$ cat src/rtl/mce_defs.svh
`ifndef MCE_DEFS_SVH
`define MCE_DEFS_SVH
// What this block does
// - Fetch side fills a two-word staging buffer, store side empties it, repeating to zero.
// - Copies only between internal memory locations; the block has no external pins.
// - Addresses are 32-bit word addresses in the normal word space only.
// - Writing one to control bit 1 flushes the buffer and resets both pointers.
// - Enable starts and stops the copy; toggling it leaves buffer contents alone.
// - When both sides want the internal bus, the fetch side goes first; the store side takes over once the buffer is full.
// - Fetch and store accesses share one internal data bus; each pair is two fetches followed by two stores.
// - Each side signals done after its whole block has been moved.
// - Only the store-side done event raises the interrupt request, gated by the mask bit.
// - Each 64-bit pair takes twelve clock cycles to copy.
// - A control write's enable and flush bits take effect two clock cycles after it completes; the mask bit takes effect at once.
// - Reading the control register shows whether fetch and store sides are active.
// - All logic runs on the peripheral clock.

// Register byte offsets
`define MCE_OFS_CTRL     12'h000
`define MCE_OFS_SRC_IDX  12'h004
`define MCE_OFS_SRC_MOD  12'h008
`define MCE_OFS_SRC_CNT  12'h00c
`define MCE_OFS_DST_IDX  12'h010
`define MCE_OFS_DST_MOD  12'h014
`define MCE_OFS_DST_CNT  12'h018
// Control register fields
`define MCE_BIT_EN       0
`define MCE_BIT_FLUSH    1
`define MCE_BIT_IRQMSK   2
`define MCE_BIT_RDACT    8
`define MCE_BIT_WRACT    9
`define MCE_BIT_RDDONE   10
`define MCE_BIT_WRDONE   11
// Timing
`define MCE_PAIR_NS      120
`define MCE_CLK_NS       10
`define MCE_PAIR_CYC     (`MCE_PAIR_NS / `MCE_CLK_NS)
`define MCE_LAT_CYC      2
`endif

$ cat src/rtl/mce_pkg.sv
package mce_pkg;
  typedef enum logic [1:0] {MCE_IDLE, MCE_FETCH, MCE_STORE} mce_ch_type;
endpackage

$ cat src/rtl/mce_fifo.sv
`include "mce_defs.svh"
// Two-entry staging buffer; flush clears pointers, not data
module mce_fifo
  import mce_pkg::*;
#(
  parameter int WIDTH = 32
)(
  input  wire logic             pclk,
  input  wire logic             presetn,
  input  wire logic             flush,
  input  wire logic             in_valid,
  output logic                  in_ready,
  input  wire logic [WIDTH-1:0] in_data,
  output logic                  out_valid,
  input  wire logic             out_ready,
  output logic [WIDTH-1:0]      out_data
);
  typedef struct packed {
    logic [1:0][WIDTH-1:0] mem;
    logic                  wp;
    logic                  rp;
    logic [1:0]            cnt;
  } mce_fifo_type;

  mce_fifo_type s_q, s_d;

  assign in_ready  = (s_q.cnt != 2'h2);
  assign out_valid = (s_q.cnt != 2'h0);
  assign out_data  = s_q.mem[s_q.rp];

  // Push and pop may happen in one cycle; flush overrides both
  always_comb
  begin
    s_d = s_q;
    if (flush)
    begin
      s_d.wp  = 1'b0;
      s_d.rp  = 1'b0;
      s_d.cnt = 2'h0;
    end
    else
    begin
      if (in_valid && in_ready)
      begin
        s_d.mem[s_q.wp] = in_data;
        s_d.wp          = ~s_q.wp;
      end
      if (out_valid && out_ready)
        s_d.rp = ~s_q.rp;
      s_d.cnt = s_q.cnt + {1'b0, (in_valid && in_ready)} - {1'b0, (out_valid && out_ready)};
    end
  end

  always_ff @(posedge pclk or negedge presetn)
  begin
    if (!presetn)
      s_q <= '0;
    else
      s_q <= s_d;
  end

  chk_no_overfill: assert property (@(posedge pclk) disable iff (!presetn)
    s_q.cnt <= 2'h2) else $error("staging buffer overfilled");
  chk_flush_empties: assert property (@(posedge pclk) disable iff (!presetn)
    flush |=> (s_q.cnt == 2'h0 && s_q.wp == 1'b0 && s_q.rp == 1'b0))
    else $error("flush left entries");
endmodule

$ cat src/rtl/mce_top.sv
// The APB slave port and the register addresses were decided locally.
`include "mce_defs.svh"
// Memory copy engine: APB registers, fetch/store sequencer on one shared memory bus
module mce_top
  import mce_pkg::*;
#(
  parameter int AW = 32
)(
  input  wire logic          pclk,
  input  wire logic          presetn,
  input  wire logic          psel,
  input  wire logic          penable,
  input  wire logic          pwrite,
  input  wire logic [11:0]   paddr,
  input  wire logic [31:0]   pwdata,
  output logic [31:0]        prdata,
  output logic               pready,
  output logic               pslverr,
  output logic               mem_req,
  output logic               mem_we,
  output logic [AW-1:0]      mem_addr,
  output logic [31:0]        mem_wdata,
  input  wire logic [31:0]   mem_rdata,
  output logic               copy_irq
);
  typedef struct packed {
    logic [31:0]   prdata;
    logic          pready;
    logic          pslverr;
    logic          en_req;
    logic          flush_req;
    logic [1:0]    lat;
    logic          en;
    logic          irq_mask;
    logic [AW-1:0] src_idx;
    logic [AW-1:0] src_mod;
    logic [15:0]   src_cnt;
    logic [AW-1:0] dst_idx;
    logic [AW-1:0] dst_mod;
    logic [15:0]   dst_cnt;
    mce_ch_type    ch;
    logic [3:0]    slot;
    logic          rd_done;
    logic          wr_done;
    logic          mem_req;
    logic          mem_we;
    logic [AW-1:0] mem_addr;
    logic [31:0]   mem_wdata;
    logic          irq;
  } mce_state_type;

  mce_state_type s_q, s_d;

  logic        f_in_ready;
  logic        f_out_valid;
  logic [31:0] f_out_data;
  logic        f_push;
  logic        f_pop;
  logic        flush_now;
  logic        acc;
  logic        wr_acc;
  logic        rd_acc;

  // Word-aligned decode shared by read and write paths
  function automatic logic hit(input logic [11:0] a, input logic [11:0] ofs);
    hit = (a == ofs);
  endfunction

  function automatic logic mapped(input logic [11:0] a);
    mapped = hit(a, `MCE_OFS_CTRL) || hit(a, `MCE_OFS_SRC_IDX) || hit(a, `MCE_OFS_SRC_MOD)
          || hit(a, `MCE_OFS_SRC_CNT) || hit(a, `MCE_OFS_DST_IDX) || hit(a, `MCE_OFS_DST_MOD)
          || hit(a, `MCE_OFS_DST_CNT);
  endfunction

  assign acc    = psel && penable && !s_q.pready;
  assign wr_acc = acc && pwrite && mapped(paddr);
  assign rd_acc = acc && !pwrite;

  // Flush is applied when the delayed control write lands
  assign flush_now = (s_q.lat == 2'h1) && s_q.flush_req;
  // A fetch read returns data in its request cycle; it is pushed at the edge that ends it
  assign f_push = s_q.mem_req && !s_q.mem_we;
  assign f_pop  = s_q.mem_req && s_q.mem_we;

  mce_fifo #(.WIDTH(32)) u_fifo (
    .pclk      (pclk),
    .presetn   (presetn),
    .flush     (flush_now),
    .in_valid  (f_push),
    .in_ready  (f_in_ready),
    .in_data   (mem_rdata),
    .out_valid (f_out_valid),
    .out_ready (f_pop),
    .out_data  (f_out_data)
  );

  // All state: APB slave, control latency pipe, copy sequencer
  always_comb
  begin
    s_d         = s_q;
    s_d.pready  = acc;
    s_d.pslverr = acc && !mapped(paddr);
    s_d.mem_req = 1'b0;
    s_d.mem_we  = 1'b0;
    s_d.irq     = 1'b0;
    if (rd_acc)
    begin
      s_d.prdata = 32'h0;
      if (hit(paddr, `MCE_OFS_CTRL))
      begin
        s_d.prdata[`MCE_BIT_EN]     = s_q.en;
        s_d.prdata[`MCE_BIT_IRQMSK] = s_q.irq_mask;
        s_d.prdata[`MCE_BIT_RDACT]  = s_q.en && (s_q.src_cnt != 16'h0);
        s_d.prdata[`MCE_BIT_WRACT]  = s_q.en && (s_q.dst_cnt != 16'h0);
        s_d.prdata[`MCE_BIT_RDDONE] = s_q.rd_done;
        s_d.prdata[`MCE_BIT_WRDONE] = s_q.wr_done;
      end
      else if (hit(paddr, `MCE_OFS_SRC_IDX)) s_d.prdata = s_q.src_idx;
      else if (hit(paddr, `MCE_OFS_SRC_MOD)) s_d.prdata = s_q.src_mod;
      else if (hit(paddr, `MCE_OFS_SRC_CNT)) s_d.prdata = {16'h0, s_q.src_cnt};
      else if (hit(paddr, `MCE_OFS_DST_IDX)) s_d.prdata = s_q.dst_idx;
      else if (hit(paddr, `MCE_OFS_DST_MOD)) s_d.prdata = s_q.dst_mod;
      else if (hit(paddr, `MCE_OFS_DST_CNT)) s_d.prdata = {16'h0, s_q.dst_cnt};
    end
    // Enable and flush of a control write pass a two-cycle pipe before they act
    if (s_q.lat != 2'h0)
      s_d.lat = s_q.lat - 2'h1;
    if (s_q.lat == 2'h1)
    begin
      s_d.en = s_q.en_req;
      if (!s_q.en_req)
        s_d.ch = MCE_IDLE;
    end
    if (wr_acc)
    begin
      if (hit(paddr, `MCE_OFS_CTRL))
      begin
        s_d.en_req    = pwdata[`MCE_BIT_EN];
        s_d.flush_req = pwdata[`MCE_BIT_FLUSH];
        s_d.irq_mask  = pwdata[`MCE_BIT_IRQMSK];
        s_d.lat       = 2'(`MCE_LAT_CYC);
        if (pwdata[`MCE_BIT_EN])
        begin
          s_d.rd_done = 1'b0;
          s_d.wr_done = 1'b0;
        end
      end
      // Word addresses only; low two bits are forced clear
      if (hit(paddr, `MCE_OFS_SRC_IDX)) s_d.src_idx = {pwdata[AW-1:2], 2'b00};
      if (hit(paddr, `MCE_OFS_SRC_MOD)) s_d.src_mod = {pwdata[AW-1:2], 2'b00};
      if (hit(paddr, `MCE_OFS_SRC_CNT)) s_d.src_cnt = pwdata[15:0];
      if (hit(paddr, `MCE_OFS_DST_IDX)) s_d.dst_idx = {pwdata[AW-1:2], 2'b00};
      if (hit(paddr, `MCE_OFS_DST_MOD)) s_d.dst_mod = {pwdata[AW-1:2], 2'b00};
      if (hit(paddr, `MCE_OFS_DST_CNT)) s_d.dst_cnt = pwdata[15:0];
    end
    // Pair slot timer paces one 64-bit pair per twelve cycles
    if (s_q.en)
    begin
      if (s_q.slot == 4'(`MCE_PAIR_CYC - 1))
        s_d.slot = 4'h0;
      else
        s_d.slot = s_q.slot + 4'h1;
      case (s_q.ch)
        MCE_IDLE:
        begin
          if (s_q.slot == 4'h0)
            s_d.ch = MCE_FETCH;
        end
        MCE_FETCH:
        begin
          // Store side takes over once it has work and the buffer is full; at most one access every other cycle
          if (f_out_valid && s_q.dst_cnt != 16'h0 && !f_in_ready)
            s_d.ch = MCE_STORE;
          else if (s_q.src_cnt != 16'h0 && f_in_ready && !s_q.mem_req && s_q.slot[0])
          begin
            s_d.mem_req  = 1'b1;
            s_d.mem_addr = s_q.src_idx;
            s_d.src_idx  = s_q.src_idx + s_q.src_mod;
            s_d.src_cnt  = s_q.src_cnt - 16'h1;
            if (s_q.src_cnt == 16'h1)
              s_d.rd_done = 1'b1;
          end
          else if (s_q.src_cnt == 16'h0 && f_out_valid)
            s_d.ch = MCE_STORE;
        end
        MCE_STORE:
        begin
          if (f_out_valid && s_q.dst_cnt != 16'h0 && !s_q.mem_req && s_q.slot[0])
          begin
            s_d.mem_req   = 1'b1;
            s_d.mem_we    = 1'b1;
            s_d.mem_addr  = s_q.dst_idx;
            s_d.mem_wdata = f_out_data;
            s_d.dst_idx   = s_q.dst_idx + s_q.dst_mod;
            s_d.dst_cnt   = s_q.dst_cnt - 16'h1;
            if (s_q.dst_cnt == 16'h1)
            begin
              s_d.wr_done = 1'b1;
              s_d.irq     = s_q.irq_mask;
            end
          end
          else if (!f_out_valid && !s_q.mem_req)
            s_d.ch = MCE_IDLE;
        end
        default:
          s_d.ch = MCE_IDLE;
      endcase
    end
  end

  // Single clock domain, peripheral clock only
  always_ff @(posedge pclk or negedge presetn)
  begin
    if (!presetn)
    begin
      s_q    <= '0;
      s_q.ch <= MCE_IDLE;
    end
    else
      s_q <= s_d;
  end

  assign prdata    = s_q.prdata;
  assign pready    = s_q.pready;
  assign pslverr   = s_q.pslverr;
  assign mem_req   = s_q.mem_req;
  assign mem_we    = s_q.mem_we;
  assign mem_addr  = s_q.mem_addr;
  assign mem_wdata = s_q.mem_wdata;
  assign copy_irq  = s_q.irq;

  chk_ctrl_latency: assert property (@(posedge pclk) disable iff (!presetn)
    (wr_acc && hit(paddr, `MCE_OFS_CTRL)) |=> ##1 (s_d.en == $past(pwdata[`MCE_BIT_EN], 2)))
    else $error("control write latency wrong");
  chk_no_empty_store: assert property (@(posedge pclk) disable iff (!presetn)
    (s_d.mem_req && s_d.mem_we) |-> f_out_valid) else $error("store from empty buffer");
  chk_no_full_fetch: assert property (@(posedge pclk) disable iff (!presetn)
    (s_d.mem_req && !s_d.mem_we) |-> f_in_ready) else $error("fetch into full buffer");
  chk_bus_alternate: assert property (@(posedge pclk) disable iff (!presetn)
    mem_req |=> !mem_req) else $error("back to back bus access");
  chk_src_step: assert property (@(posedge pclk) disable iff (!presetn)
    (s_d.mem_req && !s_d.mem_we) |=> s_q.src_cnt == $past(s_q.src_cnt) - 16'h1)
    else $error("fetch count not decremented");
  chk_irq_masked: assert property (@(posedge pclk) disable iff (!presetn)
    copy_irq |-> s_q.irq_mask && s_q.wr_done) else $error("irq without mask or done");
  chk_irq_single: assert property (@(posedge pclk) disable iff (!presetn)
    copy_irq |=> !copy_irq) else $error("irq longer than one pulse");
  chk_store_prio: assert property (@(posedge pclk) disable iff (!presetn)
    (s_q.ch == MCE_FETCH && !f_in_ready && s_q.dst_cnt != 16'h0 && s_q.en && s_q.lat != 2'h1)
      |=> s_q.ch == MCE_STORE) else $error("store side not preferred");
  chk_enable_keeps: assert property (@(posedge pclk) disable iff (!presetn)
    (s_q.lat == 2'h1 && !s_q.flush_req) |-> !flush_now) else $error("enable change flushed");
  chk_apb_one_wait: assert property (@(posedge pclk) disable iff (!presetn)
    (psel && penable && !pready) |=> pready) else $error("apb answer late");
endmodule

$ cat config.mk
export PLATFORM = sky130hd
export DESIGN_NAME = mce_top
export DESIGN_NICKNAME = d
export VERILOG_FILES = /design/src/rtl/mce_pkg.sv /design/src/rtl/mce_fifo.sv /design/src/rtl/mce_top.sv
export VERILOG_INCLUDE_DIRS = /design/src /design/src/rtl
export SDC_FILE = /design/constraint.sdc
export NUM_CORES = 1
export LEC_CHECK = 0
export BUFFER_PORTS_ARGS = -buffer_cell sky130_fd_sc_hd__buf_2
export CORE_UTILIZATION = 48
export CTS_BUF_LIST = sky130_fd_sc_hd__clkbuf_8 sky130_fd_sc_hd__clkbuf_16
export CTS_CLUSTER_DIAMETER = 30
export DETAILED_ROUTE_END_ITERATION = 12
export GPL_ROUTABILITY_DRIVEN = 0
export MAX_ROUTING_LAYER = met4
export PLACE_DENSITY = 0.71
export SETUP_SLACK_MARGIN = 0.02
export SYNTH_ARGS = -nofsm -noshare
export SYNTH_HDL_FRONTEND = slang
export SYNTH_SLANG_ARGS = --single-unit
$ cat constraint.sdc
create_clock -name pclk -period 3.79 [get_ports pclk]
set_input_delay 0.758 -clock pclk [delete_from_list [all_inputs] [get_ports pclk]]
set_output_delay 0.758 -clock pclk [all_outputs]
set_load 0.005 [all_outputs]
# [After elaboration in Yosys (flattened, before gate mapping)]
# Cells that the tools add are included.
[op_classes] n_bitwise=3 n_mux=72 magnitude_cmp=3 n_reduce_logical=53 n_addsub=8 n_eq_ne=16
[ops] operator="32-bit 2-to-1 mux" n=20
[ops] operator="160-bit 2-to-1 mux" n=1
[ops] operator="16-bit 2-to-1 mux" n=8
[ops] operator="91-bit 2-to-1 mux" n=1
[ops] operator="68-bit 2-to-1 mux" n=1
[ops] operator="32-bit adder" n=2
[ops] operator="64-bit bitwise mux" n=1
[ops] operator="32-bit case mux with 2 select lines" n=1
[ops] operator="48-bit 2-to-1 mux" n=1
[ops] operator="12-bit by 5-bit equality test with 1-bit output, second input constant" n=3
[ops] operator="33-bit 2-to-1 mux" n=1
[ops] operator="32-bit demux with 1-bit select" n=1
[ops] operator="16-bit by 1-bit equality test with 1-bit output, second input constant" n=2
[ops] operator="16-bit nonzero test" n=2
[ops] operator="16-bit by 1-bit subtractor with 16-bit output, second input constant" n=2
[ops] operator="2-bit 2-to-1 mux" n=14
[ops] operator="12-bit by 4-bit equality test with 1-bit output, second input constant" n=2
[ops] operator="1-bit logical AND" n=23
[ops] operator="20-bit 2-to-1 mux" n=1
[ops] operator="16-bit zero test" n=1
[ops] operator="1-bit 2-to-1 mux" n=15
[ops] operator="12-bit by 3-bit equality test with 1-bit output, second input constant" n=1
[ops] operator="12-bit zero test" n=1
[ops] operator="4-bit 2-to-1 mux" n=3
[ops] operator="other kinds (22)" n=47
[totals] in_bits=81 word_cells=183 reg_bits=339 out_inout_bits=101

# [Longest topological paths before layout]
[logic_depth] depth_word=14 depth_mapped=13

# [Hierarchy]
# From an unflattened synthesis, not the netlist that was laid out.
[hier_totals] cells_unflattened=2024 area_unflattened_um2=19556.3
[by_module_without_submodules] module="mce_top" seq_area_each_um2=6781.5 n_inst=1 cells_each=1825 area_per_inst_um2=16519.6
[by_module_without_submodules] module="mce_fifo" seq_area_each_um2=1701.6 n_inst=1 cells_each=199 area_per_inst_um2=3036.7

# [Worst setup path before layout]
# OpenSTA, ideal clock, no wires.
[synth_path] path_kind="reg-to-reg" startpoint="reg s_q[125] (netlist bit)" endpoint="reg s_q[143] (netlist bit)" slack_ps=600 path_buffers=0 required_ps=3670 setup_ps=120 t_arrival_ps=3071 period_less_slack_ps=3190 path_stages_with_launch=12 path_cell_list="dfrtp_1 ha_1 fa_1 a211oi_2 nor3_2 nor4b_4 o311ai_2 o311a_1 o31a_1 o21a_1 or3_1 a31o_1"
[synth_rtl] element="start: declaration" line_no="mce_top.sv:52" rtl="mce_state_type s_q, s_d;"

==> flow_metrics.tcl <==
set metrics [dict create \
    fin_crit_sh_pct 92.1 \
    synth_area_sq_mm 0.0195 \
    routed_wl_um 56300 \
    worst-path-max-fanout 5 \
    layout.nets 2282 \
    row_count 73 \
    drive_above_1_share_pct 25.2 \
    wl_met2_um 25400 \
    p_leak_nw 11.2 \
    ys_warn_count 0 \
    setup-tns-final_ps 0 \
    pin_count 182 \
    post-place-ws_ps 214 \
    drc 0 \
    synth_area_per_cell_sq_um 9.75 \
    final_cell_count_no_fill 2721 \
    wl_met3_um 5530 \
    cts_htree_levels 3 \
    synthArstFlopShare_pct 100 \
    synth_edf_count 0 \
    synth.net_count 2156 \
    post-cts-setup-buffer-count 0 \
    power.total_mw 11.5 \
    grt_pass1_vias 16200 \
    min_path_type "primary input to async pin" \
    drv_slew 0 \
    cts_made_buffers 83 \
    die_w_um 204 \
    setup.worst_path.start_class "flop" \
    worst_setup_path_end_kind "flop" \
    finalCriticalPeriod_ps 3490 \
    ys_seq_elements 339 \
    cts_root_buffer "clkbuf_16" \
    clk_pin_slew_worst_paths_ps 50 \
    clkLatencyLatePin_ps 590 \
    cts.repair.resized 0 \
    ys_types 83 \
    fin_ws_ps 300 \
    ff2ff_setup_slack_ps 300 \
    fmax_ghz 0.287 \
    reg2regPathDepth 11 \
    yosysSeqAreaShare_pct 43.4 \
    wl_per_cell_um 20.7 \
    antenna_found_initial 0 \
    fillerInstances 3294 \
    die_h_um 204 \
    antenna_cells 0 \
    clockBufferDepth 3 \
    ir_drop_mv 0.356 \
    syn_inst 2003 \
    rsz0062_at_grt "no" \
    clock_skew_ps 25.8 \
    cp.required_ps 4270 \
    postCtsHoldBufs 0 \
    portBuffers 181 \
    tightest_slew_ps 1060 \
    cp-startpoint "s_q[93]" \
    grt_overflow 0 \
    drt-met1-wl_um 23600 \
    areaGrowthSynthToFinish_pct 20.2 \
    drtIter0Drc 1533 \
    dp_cells 2569 \
    start_util_pct 48.9 \
    whs_ps 145 \
    cts_num_sinks 339 \
    final_common_cell "dfrtp_1" \
    outcome "finished clean" \
    num_vias 16300 \
    ant_nets 0 \
    dp_hpwl_um 39400 \
    maxCapViolations 0 \
    grt_use_total_pct 28.1 \
    final-hold-violation-count 0 \
    crit_arrival_ps 3970 \
    grt_start_max_net_pins 81 \
    powerDensity_mw_per_mm2 488 \
    path_class "flop to flop" \
    synth_flop_cell "dfrtp_1" \
    drtPass1Iterations 6 \
    reg2reg_to "s_q[143]" \
    highest_layer "met4" \
    grt_pass1_wl_um 88700 \
    cts_tree "built" \
    die_area_sq_mm 0.0415 \
    worst_r2r_startpoint "s_q[93]" \
    viasPerCell 6.00 \
    max-slew-margin-rel_pct 29.6 \
    setup_viol 0 \
    core_sq_mm 0.0399 \
    final_cell_mix "dfrtp_1, nand2_1, buf_2" \
]
==> power breakdown <==
group          internal (mW)  total [mW]  switching [mW]  leakage [nW]
clock                   5.20        7.48            2.28          1.46
combinational         0.0913       0.281           0.190          5.34
sequential              3.67        3.69          0.0198          4.36
==> layer usage <==
metal | vias up | global-route usage, %
met1 | 7955 | 36.5
met2 | 813 | 42.2
li1 | 7411 | -
met5 | - | -
met3 | 150 | 7.17
met4 | 0 | 10.8
==> flip-flops by register name (all words and copies together), names as in the netlist <==
register	flops
mem_req	1
mem_wdata	32
copy_irq	1
pslverr	1
mem_addr	32
pready	1
u_fifo.s_q	68
prdata	32
s_q	170
mem_we	1
==> cell usage after synthesis (33+ instances only) <==
cell type	n	area (sq um)
nor2_1	134	503
buf_4	104	781
nand2_1	219	822
ha_1	70	876
o21ai_0	157	786
a21oi_1	151	756
nand3_1	33	165
mux2_2	132	1490
clkbuf_1	66	248
dfrtp_1	339	8480
nor2b_1	48	300
mux2i_1	99	991
inv_1	36	135
==> worst max-delay path, stage by stage, from the launching register on <==
cell      delay [ps]
dfrtp_1          400
ha_1             260
fa_1             440
a211oi_2         310
nor3_2           130
nor4b_4          340
o311ai_2         200
o311a_1          350
o31a_1           280
o21a_1           190
or3_1            310
a31o_1           210
==> how the worst max path moves through the flow <==
stage               endpoint  slack, ps  depth (start not counted)
finish              s_q[143]        300                         11
floorplan           s_q[143]        600                         11
global route        s_q[142]        130                         10
CTS                 s_q[143]        290                         11
detailed placement   s_q[87]        210                         10
global placement    s_q[207]        340                          9
==> logic make-up (layout without fill, tap and decap cells) <==
kind of cell	Yosys count	after routing	share of synthesized area (%)
AO/OA/AOI/OAI	515	515	16.8
multiplexers	234	234	12.9
adder cells (fa/ha/maj)	72	72	4.69
AND/OR/NAND/NOR	563	563	13.6
XOR/XNOR	42	42	1.88
flip-flops	339	339	43.4
buffers and inverters	238	431	6.74
==> stage by stage <==
step | util, % | instance area (sq um)
2_1_floorplan | - | 19500
3_3_place_gp | 51.3 | 20500
3_5_place_dp | 51.3 | 20500
4_1_cts | 58.8 | 23500
5_1_grt | 58.8 | 23500
6_report | 58.8 | 23500
==> cell type report <==
class | count | area, sq um | area share, %
inverter | 37 | 141 | 0.602
timing repair buffer | 242 | 1440 | 6.12
multi-input combinational | 1426 | 9760 | 41.6
clock buffer | 99 | 2330 | 9.93
tap | 525 | 657 | 2.80
clock inverter | 53 | 671 | 2.86
sequential | 339 | 8480 | 36.1
Power figures use the tool's default switching activity.
